$ cat src/pt8_defines.vh
// Behaviour
// count instruction clock through prescaler 1/4/16
// prescale field 00=1, 01=4, 1x=16
// postscale field n divides by n+1
// postscaler completion sets match flag
// count up, reload zero after period match
// period register readable writable, resets FFh
// count register read write, reset zero
// count/control write or reset clears dividers
// control write leaves count unchanged
// run bit gates counting, holds count
// match event drives pwm time base
// control bit seven reads zero
// sticky flag, irq needs all enables
`ifndef PT8_DEFINES_VH
`define PT8_DEFINES_VH
// register indices; the byte address on the bus is index times four
`define PT8_IDX_ICTL 8'h0b
`define PT8_IDX_PFLAG 8'h0c
`define PT8_IDX_COUNT 8'h11
`define PT8_IDX_TCTL 8'h12
`define PT8_IDX_PEN 8'h8c
`define PT8_IDX_PERIOD 8'h92
`define PT8_IDX_ICLR 8'h93
// control field positions
`define PT8_PRE_LO 0
`define PT8_PRE_HI 1
`define PT8_RUN_BIT 2
`define PT8_POST_LO 3
`define PT8_POST_HI 6
// flag and enable positions
`define PT8_MATCH_BIT 1
`define PT8_GIE_BIT 7
`define PT8_PERIPHERAL_IRQ_ENABLE_BIT 6
// reset values
`define PT8_PERIOD_RST 8'hff
`define PT8_ZERO8 8'h00
// instruction clock is core clock divided by four
`define PT8_ICLK_DIV 2'h3
// prescaler terminal counts
`define PT8_PRE1_LIM 4'h0
`define PT8_PRE4_LIM 4'h3
`define PT8_PRE16_LIM 4'hf
`endif

$ cat src/pt8_divider.v
`timescale 1ns/1ps
`default_nettype none
// generic clear-able modulo divider: pulse every (limit+1) steps
module pt8_divider #(
   parameter W = 4 // counter width
) (
   input wire pclk, // core clock
   input wire presetn, // async reset, low active
   input wire ce, // clock enable
   input wire clr, // synchronous clear
   input wire step, // advance request
   input wire [W-1:0] limit, // terminal count
   output wire done // completes on this step
);
   reg [W-1:0] cnt_r; // current count
   assign done = step && (cnt_r == limit);
   // count steps, wrap at limit
   always @(posedge pclk or negedge presetn) begin
      if (!presetn) begin
         cnt_r <= {W{1'b0}};
      end else if (ce) begin
         if (clr) begin
            cnt_r <= {W{1'b0}};
         end else if (done) begin
            cnt_r <= {W{1'b0}};
         end else if (step) begin
            cnt_r <= cnt_r + {{(W-1){1'b0}}, 1'b1};
         end
      end
   end
endmodule // pt8_divider
`default_nettype wire

$ cat src/pt8_timer.v
// The APB interface to the registers was chosen for this implementation.
`timescale 1ns/1ps
`default_nettype none
`include "pt8_defines.vh"
////////////////////////////////////////////////////////////////////////
// 8-bit period timer with prescaler, postscaler and apb register file
module pt8_timer (
   input wire pclk, // core clock
   input wire presetn, // async reset, low active
   input wire ce, // clock enable, freezes state when low
   input wire psel, // apb select
   input wire penable, // apb enable
   input wire pwrite, // apb direction
   input wire [11:0] paddr, // apb byte address
   input wire [31:0] pwdata, // apb write data
   output reg [31:0] prdata, // apb read data
   output reg pready, // apb ready
   output reg pslverr, // apb error
   output reg match_pulse, // pwm time base event
   output reg irq // interrupt request level
);
////////////////////////////////////////////////////////////////////////
   reg [7:0] count_register_r; // running count
   reg [7:0] period_register_r; // period value
   reg [6:0] timer_control_r; // bit7 not implemented
   reg [7:0] flags_r; // peripheral flags
   reg [7:0] enables_r; // peripheral enables
   reg [7:0] ictl_r; // interrupt control
   reg [1:0] iclk_r; // instruction clock phase
   reg [31:0] rdata_nxt; // read mux
   reg hit_nxt; // address decoded
   wire setup = psel && !penable; // apb setup phase
   wire acc = psel && penable && pready; // apb completing access
   wire wr = acc && pwrite; // completed write
   wire [9:0] idx = paddr[11:2]; // register index
   wire word_ok = (paddr[1:0] == 2'h0); // aligned access
   wire wr_count = wr && word_ok && (idx == {2'h0, `PT8_IDX_COUNT});
   wire wr_tctl = wr && word_ok && (idx == {2'h0, `PT8_IDX_TCTL});
   wire wr_period = wr && word_ok && (idx == {2'h0, `PT8_IDX_PERIOD});
   wire wr_pflag = wr && word_ok && (idx == {2'h0, `PT8_IDX_PFLAG});
   wire wr_pen = wr && word_ok && (idx == {2'h0, `PT8_IDX_PEN});
   wire wr_ictl = wr && word_ok && (idx == {2'h0, `PT8_IDX_ICTL});
   wire wr_iclr = wr && word_ok && (idx == {2'h0, `PT8_IDX_ICLR});
   wire div_clr = wr_count || wr_tctl; // divider clear
   wire run = timer_control_r[`PT8_RUN_BIT]; // run bit
   wire iclk = (iclk_r == `PT8_ICLK_DIV); // instruction cycle tick
   wire [1:0] pre_sel = timer_control_r[`PT8_PRE_HI:`PT8_PRE_LO];
   wire [3:0] post_sel = timer_control_r[`PT8_POST_HI:`PT8_POST_LO];
   reg [3:0] pre_lim; // prescale terminal count
   wire pre_done; // prescaled increment
   wire is_match = pre_done && (count_register_r == period_register_r); // match
   wire post_done; // postscaler complete
////////////////////////////////////////////////////////////////////////
   // prescale decode
   always @* begin
      case (pre_sel)
         2'h0: pre_lim = `PT8_PRE1_LIM; // divide by one
         2'h1: pre_lim = `PT8_PRE4_LIM; // divide by four
         default: pre_lim = `PT8_PRE16_LIM; // divide by sixteen
      endcase
   end
   // prescaler, steps on instruction clock while running
   pt8_divider #(.W(4)) u_pre (
      .pclk(pclk),
      .presetn(presetn),
      .ce(ce),
      .clr(div_clr),
      .step(iclk && run),
      .limit(pre_lim),
      .done(pre_done)
   );
   // postscaler, field n gives n+1 matches per flag
   pt8_divider #(.W(4)) u_post (
      .pclk(pclk),
      .presetn(presetn),
      .ce(ce),
      .clr(div_clr),
      .step(is_match),
      .limit(post_sel),
      .done(post_done)
   );
////////////////////////////////////////////////////////////////////////
   // instruction clock phase, free running
   always @(posedge pclk or negedge presetn) begin
      if (!presetn) begin
         iclk_r <= 2'h0;
      end else if (ce) begin
         iclk_r <= iclk_r + 2'h1;
      end
   end
   // count register
   always @(posedge pclk or negedge presetn) begin
      if (!presetn) begin
         count_register_r <= `PT8_ZERO8;
      end else if (ce) begin
         if (wr_count) begin
            count_register_r <= pwdata[7:0];
         end else if (is_match) begin
            count_register_r <= `PT8_ZERO8;
         end else if (pre_done) begin
            count_register_r <= count_register_r + 8'h01;
         end
      end
   end
   // control and period registers; control write keeps count
   always @(posedge pclk or negedge presetn) begin
      if (!presetn) begin
         timer_control_r <= 7'h00;
         period_register_r <= `PT8_PERIOD_RST;
         enables_r <= `PT8_ZERO8;
         ictl_r <= `PT8_ZERO8;
      end else if (ce) begin
         if (wr_tctl) begin
            timer_control_r <= pwdata[6:0];
         end
         if (wr_period) begin
            period_register_r <= pwdata[7:0];
         end
         if (wr_pen) begin
            enables_r <= pwdata[7:0];
         end
         if (wr_ictl) begin
            ictl_r <= pwdata[7:0];
         end
      end
   end
   // sticky flags: set wins over clear
   always @(posedge pclk or negedge presetn) begin
      if (!presetn) begin
         flags_r <= `PT8_ZERO8;
      end else if (ce) begin
         if (wr_pflag) begin
            flags_r <= pwdata[7:0];
         end else if (wr_iclr) begin
            flags_r <= flags_r & ~pwdata[7:0];
         end
         if (post_done) begin
            flags_r[`PT8_MATCH_BIT] <= 1'b1;
         end
      end
   end
////////////////////////////////////////////////////////////////////////
   // read mux
   always @* begin
      rdata_nxt = 32'h0;
      hit_nxt = word_ok;
      case (idx)
         {2'h0, `PT8_IDX_COUNT}: rdata_nxt = {24'h0, count_register_r};
         {2'h0, `PT8_IDX_TCTL}: rdata_nxt = {25'h0, timer_control_r};
         {2'h0, `PT8_IDX_PERIOD}: rdata_nxt = {24'h0, period_register_r};
         {2'h0, `PT8_IDX_PFLAG}: rdata_nxt = {24'h0, flags_r};
         {2'h0, `PT8_IDX_PEN}: rdata_nxt = {24'h0, enables_r};
         {2'h0, `PT8_IDX_ICTL}: rdata_nxt = {24'h0, ictl_r};
         {2'h0, `PT8_IDX_ICLR}: rdata_nxt = 32'h0; // write only
         default: hit_nxt = 1'b0; // unmapped
      endcase
   end
   // apb answer: no wait state, ready in first access cycle
   always @(posedge pclk or negedge presetn) begin
      if (!presetn) begin
         pready <= 1'b0;
         prdata <= 32'h0;
         pslverr <= 1'b0;
      end else if (ce) begin
         pready <= setup;
         if (setup) begin
            // refused or write access returns zero data
            prdata <= (pwrite || !hit_nxt) ? 32'h0 : rdata_nxt;
            pslverr <= !hit_nxt;
         end else begin
            prdata <= 32'h0;
            pslverr <= 1'b0;
         end
      end
   end
   // registered outputs: time base pulse and interrupt level
   always @(posedge pclk or negedge presetn) begin
      if (!presetn) begin
         match_pulse <= 1'b0;
         irq <= 1'b0;
      end else if (ce) begin
         match_pulse <= is_match;
         irq <= flags_r[`PT8_MATCH_BIT] && enables_r[`PT8_MATCH_BIT] &&
                ictl_r[`PT8_PERIPHERAL_IRQ_ENABLE_BIT] && ictl_r[`PT8_GIE_BIT];
      end
   end
endmodule // pt8_timer
`default_nettype wire

$ cat config.mk
export PLATFORM = sky130hd
export DESIGN_NAME = pt8_timer
export DESIGN_NICKNAME = d
export VERILOG_FILES = /design/src/pt8_divider.v /design/src/pt8_timer.v
export VERILOG_INCLUDE_DIRS = /design/src
export SDC_FILE = /design/constraint.sdc
export NUM_CORES = 1
export LEC_CHECK = 0
export BUFFER_PORTS_ARGS = -buffer_cell sky130_fd_sc_hd__buf_2
export CAP_MARGIN = 20
export CORE_UTILIZATION = 50
export CTS_BUF_LIST = sky130_fd_sc_hd__clkbuf_8 sky130_fd_sc_hd__clkbuf_16
export DETAILED_ROUTE_END_ITERATION = 6
export PLACE_DENSITY = 0.77
export SLEW_MARGIN = 20
export SYNTH_ARGS = -nofsm -noshare
export SYNTH_HDL_FRONTEND = slang
export SYNTH_HIERARCHICAL = 1
export SYNTH_SLANG_ARGS = --single-unit
$ cat constraint.sdc
create_clock -name pclk -period 2.5 [get_ports pclk]
set_input_delay 0.375 -clock pclk [delete_from_list [all_inputs] [get_ports pclk]]
set_output_delay 0.375 -clock pclk [all_outputs]
set_load 0.005 [all_outputs]
# Word-level counts from Yosys, hierarchy flattened
# Cells that the tools add are included.
[word_totals]
register_bits = 93
latchBits = 0
ramBits = 0
romBits = 0
input_bits = 50
output_inout_bits = 36
n_memories = 0
[op_classes]
n_addsub = 4
multipliers = 0
div = 0
order_cmp = 0
eq_ne = 12
shift = 0
n_mux = 18
bitwise_logic = 2
reduce_logical = 40
[ops]
columns = ["op", "n"]
rows = [
  ["2-to-1 mux 32 bit", 2],
  ["one-hot mux 8 bit (6 select lines)", 1],
  ["2-to-1 mux 8 bit", 5],
  ["equality test 10 x 8 -> 1 bit, second input constant", 3],
  ["2-to-1 mux 4 bit", 6],
  ["equality test 10 x 4 -> 1 bit, second input constant", 2],
  ["equality test 10 x 5 -> 1 bit, second input constant", 2],
  ["logical AND 1 bit", 19],
  ["AND reduction 2 bit", 9],
  ["nonzero test 3 bit", 4],
  ["adder 4 x 1 -> 4 bit, second input constant", 2],
  ["adder 8 x 1 -> 8 bit, second input constant", 1],
  ["AND 8 bit", 1],
  ["equality test 4 bit", 2],
  ["equality test 8 bit", 1],
  ["inverter 8 bit", 1],
  ["one-hot mux 4 bit (2 select lines)", 1],
  ["OR reduction 7 bit", 1],
  ["logical NOT 2 bit", 2],
  ["2-to-1 mux 1 bit", 3],
  ["adder 2 x 1 -> 2 bit, second input constant", 1],
  ["equality test 2 x 1 -> 1 bit, second input constant", 1],
  ["equality test 2 bit, second input constant", 1],
  ["logical NOT 1 bit", 2],
  ["2 further kinds", 3],
]

# Logic depth before layout (Yosys ltp)
[logic_depth]
depth_word = 8
mapped_depth = 11

# Hierarchy
# Netlist, hierarchy kept.
[by_module_without_submodules]
columns = ["mod", "n_inst", "cells_per_inst", "area_each_um2", "seq_area_each_um2"]
rows = [
  ["pt8_timer", 1, 320, 3490.8, 1536.5],
  ["pt8_divider", 2, 27, 270.3, 100.1],
]

# Worst setup path after synthesis
# Ideal clock, no wire load.
[synth_path]
path_type = "input to register"
start = "input port paddr[7]"
end = "register u_pre.cnt_r[0]"
setup_ns = 0.076
t_arrival_ns = 2.714
t_required_ns = 2.424
slack_ns = -0.291
stages = 8
path_buffers = 1
cell_sequence = "or4_1 clkbuf_2 nor2_1 nand2_1 nor3_1 o21ai_1 or3_1 o21ai_1"
[synth_between]
elab_chain_len = 5
[synth_lines]
columns = ["element", "line_no", "text"]
rows = [
  ["start, declared", "pt8_timer.v:14", "input wire [11:0] paddr,"],
  ["equality test 10 x 5 -> 1 bit, on equally long branches", "pt8_timer.v:37, pt8_timer.v:38", ""],
  ["logical AND 1 bit, on equally long branches", "pt8_timer.v:37, pt8_timer.v:38", ""],
  ["logical OR 1 bit *", "pt8_timer.v:44", "wire div_clr = wr_count || wr_tctl;"],
  ["net div_clr", "pt8_timer.v:44", ""],
  ["nonzero test 3 bit (no line)", "-", ""],
  ["AND reduction 2 bit (no line)", "-", ""],
  ["end signal, assigned", "pt8_divider.v:23", "cnt_r <= {W{1'b0}};"],
  ["end signal, assigned", "pt8_divider.v:25", "cnt_r <= {W{1'b0}};"],
  ["end signal, assigned", "pt8_divider.v:27", "cnt_r <= cnt_r + {{(W-1){1'b0}}, 1'b1};"],
  ["end, declared", "pt8_divider.v:15", "reg [W-1:0] cnt_r;"],
]
# Mark *: on every way through the listed nets, which the timed path passes. The rest lies on a longest branch.
# A chain may end at the register's enable or synchronous reset.

# Worst setup path in the final report
[layout_path]
start = "register timer_control_r[1]"
end = "register u_post.cnt_r[2]"
[layout_between]
elab_chain_len = 8
[layout_lines]
columns = ["element", "line_no", "text"]
rows = [
  ["start, declared", "pt8_timer.v:25", "reg [6:0] timer_control_r;"],
  ["start signal, assigned", "pt8_timer.v:114", "timer_control_r <= pwdata[6:0];"],
  ["equality test 2 x 1 -> 1 bit / logical NOT 2 bit (equally long branches)", "pt8_timer.v:56", "case (pre_sel)"],
  ["one-hot mux 4 bit (2 select lines) *", "pt8_timer.v:56", ""],
  ["net pre_lim[0]", "pt8_timer.v:49", "reg [3:0] pre_lim;"],
  ["equality test 4 bit *", "pt8_divider.v:16", "assign done = step && (cnt_r == limit);"],
  ["logical AND 1 bit *", "pt8_divider.v:16", ""],
  ["net pre_done", "pt8_timer.v:50", "wire pre_done;"],
  ["logical AND 1 bit *", "pt8_timer.v:51", "wire is_match = pre_done && (count_register_r == period_register_r);"],
  ["net is_match", "pt8_timer.v:51", ""],
  ["logical AND 1 bit *", "pt8_divider.v:16", ""],
  ["net post_done", "pt8_timer.v:52", "wire post_done;"],
  ["nonzero test 3 bit (no line) / 2-to-1 mux 4 bit (equally long branches)", "-", ""],
  ["AND reduction 2 bit (no line) / 2-to-1 mux 4 bit (equally long branches)", "-", ""],
  ["end signal, assigned", "pt8_divider.v:20", "cnt_r <= {W{1'b0}};"],
  ["end signal, assigned", "pt8_divider.v:23", ""],
  ["end signal, assigned", "pt8_divider.v:25", ""],
  ["end, declared", "pt8_divider.v:15", ""],
]
# Marked as above.

==> run_results.csv <==
group,metric,value,unit
detailed_routing,met1_length,4120,microns
power_and_ir_drop,p_sw_share,24.3,%
global_routing,grt_pass1_vias,3160,
synth,synth_area_leader_cell,"dfrtp_1",
floorplan,coreArea,7770,sq um
clock_tree,cts.sinks,69,
synth,ys.flop_type,"dfrtp_1",
floorplan,die_h,91.8,microns
global_routing,grt_pass1_wl,15400,microns
global_routing,grt-ovfl-total,0,
placed_design,post-place-ws,0.0481,ns
global_routing,gr-usage-all-layers,23.3,%
power_and_ir_drop,p_int,1.56,mW
detailed_routing,drt_iter0_drc,218,
timing,hold_viol,0,
setup_path,startpoint_type,"flip-flop",
clock_tree,clockBufferDepth,2,
clock_tree,cts_root_buffer,"clkbuf_8",
floorplan,pin_count,86,
synth,yosys_warnings,6,
synth,synth_top_area_share,37.9,%
detailed_routing,route.met2.wl,4510,microns
synth,syn_area,4030,sq um
power_and_ir_drop,totalPowerFinal,2.06,mW
worst_hold_path,hold_path_class,"input pin to flip-flop",
synth,synth-async-reset-ratio,100,%
synth,ys_seq_area_share,43.1,%
floorplan,die_area,8430,sq um
detailed_routing,wl_met3,453,microns
layout,layout.area.seq,1740,sq um
timing,rsz0062_at_grt,"false",
setup_path,worstSetupPathType,"flip-flop to flip-flop",
synth,synthCells,374,
clock_tree,cts_tree,"yes",
layout,fin_util,59.1,%
timing,max_freq,0.424,GHz
detailed_routing,dr.pass1.iters,5,
global_routing,antenna_found_initial,0,
synth,synth.distinct_cells,58,
power_and_ir_drop,clkPwrFrac,36.7,%
placed_design,dpl.hpwl,6810,microns
floorplan,row_count,32,
outcome,status,"finished, final reports clean",
floorplan,start_util,51.9,%
synth,synth_edf_count,0,
clock_tree,clk_latency,0.33,ns
timing,setup_ws,0.142,ns
layout,drive_gt1_share,33.6,%
setup_path,crit_fanout,5,
layout,nFillCells,645,
clock_tree,path_clk_slew,0.07,ns
timing,post-route-min-period,2.36,ns
clock_tree,numCtsBuffers,9,
run,timing.max_cap.violations,0,
timing,slew_violations,0,
power_and_ir_drop,switching_power,501,uW
synth,ys_seq_elements,69,
setup_path,crit_arrival,2.58,ns
detailed_routing,remaining_drc_errors,0,
clock_tree,cts.htree.levels,3,
timing,setup_viol,0,
power_and_ir_drop,pwr-share-comb,7.6,%
layout,multi_input_area,2130,sq um
synth,syn_area_per_cell,10.8,sq um
placed_design,gp_congestion,0.861,
placed_design,placed_area,4390,sq um
timing,fin_crit_sh,94.3,%
synth,synth_area_leaders,"dfrtp_1, mux2_2, dfstp_2",
layout,antennaDiodeCount,0,
timing,fin_setup_tns,0,ns
detailed_routing,dr_total_vias,3230,
placed_design,port_buffers,37,
setup_path,crit_required,2.72,ns
detailed_routing,wl_per_cell,17.1,microns
setup_path,critPathCaptureType,"flip-flop",
power_and_ir_drop,seqPwrFrac,55.6,%
detailed_routing,viasPerCell,5.96,
layout,design_area,4590,sq um
global_routing,grt_max_degree,33,
detailed_routing,drt-total-wl,9250,microns
layout,syn_to_final_growth,13.8,%
power_and_ir_drop,vdd_ir_drop_max,0.420,mV
timing,finalClockSkew,0.00683,ns
detailed_routing,postRouteAntennaNets,0,
floorplan,die_x,91.8,microns
detailed_routing,routed.top_layer,"met4",
power_and_ir_drop,power_density,450,nW/um^2
layout,layout.nets,489,
power_and_ir_drop,p_leak,2.16,nW
[cell usage in the layout (no fill, tap or decap), types with 3 or more instances in the layout]
cell type	Yosys	routed
nor4b_2	3	3
a222oi_1	7	7
nand4_1	8	8
or2_2	4	4
nor4_1	8	8
nor2b_1	3	3
mux2_2	41	41
mux2i_1	7	7
o21ai_1	4	4
clkbuf_8	0	10
buf_2	2	37
inv_1	5	9
xnor2_1	5	5
dfrtp_1	61	60
a21oi_1	11	11
a22oi_1	11	11
nand3_1	16	16
a2bb2oi_1	9	9
nor2_1	8	8
xor2_1	14	14
o31ai_1	4	4
nand2_1	32	32
a32oi_1	10	10
dfstp_2	8	8
or4b_2	3	3
nor3_1	5	4
ha_1	4	4
o21ai_0	11	11
conb_1	1	24
buf_4	24	26
[final cells by class]
class | count | area share (%)
inverters | 6 | 0.491
clock buffers | 10 | 3.00
well taps | 102 | 2.78
repair buffers | 65 | 8.95
clock inverters | 6 | 0.546
multi-input cells | 284 | 46.3
flip-flops and latches | 69 | 37.9
[metal layers]
| layer | vias up | track usage (%) |
|---|---|---|
| li1 | 1494 | - |
| met1 | 1595 | 30.4 |
| met2 | 122 | 38.8 |
| met3 | 19 | 3.57 |
| met4 | 0 | 9.64 |
| met5 | - | 0 |
[kinds of logic after synthesis]
logic type | count (synthesis) | synth area share, %
fa+ha+maj | 4 | 1.24
flops | 69 | 43.1
other cells | 1 | 0.0930
xor+xnor | 19 | 4.13
mux | 48 | 13.2
simple gates | 111 | 17.2
buf+inv | 44 | 6.61
compound gates | 78 | 14.5
[sequential cells by signal, indices dropped and copies added (netlist names)]
signal             cells
pready                 1
u_pre/cnt_r            4
enables_r              8
irq                    1
prdata                 8
match_pulse            1
flags_r                8
u_post/cnt_r           4
timer_control_r        7
period_register_r      8
iclk_r                 2
ictl_r                 8
count_register_r       8
pslverr                1
[per-stage QoR]
step                      hold WS (ns)  std cells
after floorplan                 0.0794        397
after global placement           0.302        522
after CTS                        0.305        539
after detailed placement         0.301        522
after global routing             0.332        542
final                            0.319        542
[synthesized netlist by cell type (all sizes together), types with 3 or more instances]
library cell   n
mux2i          7
nor2           8
xor2          14
nor3b          4
a21oi         11
clkbuf        10
a32oi         10
or4b           3
nor4          10
xnor2          5
o21ai         15
nor2b          3
a222oi         7
dfstp          8
buf           28
nand2         32
nand4          9
a2bb2oi        9
nor4b          3
a22oi         11
nor3           7
ha             4
mux2          41
inv            5
dfrtp         61
or2            5
o31ai          4
nand3         16
[worst max-delay path, stage by stage, from the launching register on]
cell and delay [ns]:
dfrtp_2 0.44, or2_2 0.33, xor2_1 0.20, nor4_4 0.27
nand4_1 0.15, inv_1 0.13, nand2_1 0.10, nor4_4 0.36
buf_4 0.19, o31ai_1 0.07
[final timing paths]
kind,slack (ns),cells past startpoint,end,from
setup reg to reg,0.14,9,u_post/cnt_r[2]$_DFFE_PN0P_,timer_control_r[1]$_DFFE_PN0P_
max in group asynchronous,1.27,3,timer_control_r[1]$_DFFE_PN0P_,presetn
hold reg to reg,0.47,1,iclk_r[0]$_DFFE_PN0P_,iclk_r[0]$_DFFE_PN0P_
hold / removal,0.32,2,flags_r[6]$_DFFE_PN0P_,pwdata[6]
setup / recovery,0.14,9,u_post/cnt_r[2]$_DFFE_PN0P_,timer_control_r[1]$_DFFE_PN0P_
min in group asynchronous,0.48,2,u_pre/cnt_r[1]$_DFFE_PN0P_,presetn
[power groups by stage]
stage / Clock (mW) / Combinational [mW] / Sequential [mW]
6_report: 0.758 / 0.158 / 1.15
5_1_grt: 0.816 / 0.182 / 1.15
4_1_cts: 0.774 / 0.158 / 1.15
3_5_place_dp: 0 / 0.157 / 1.17
3_3_place_gp: 0 / 0.152 / 1.17
2_1_floorplan: 0 / 0.103 / 1.17
[what timing repair did]
action                     CTS  global route
hold buffers                 1             0
hold endpoints to repair     9             0
buffers inserted             0             3
resized for setup            0             1
setup endpoints to repair    0             1
(Power assumes the default switching activity.)
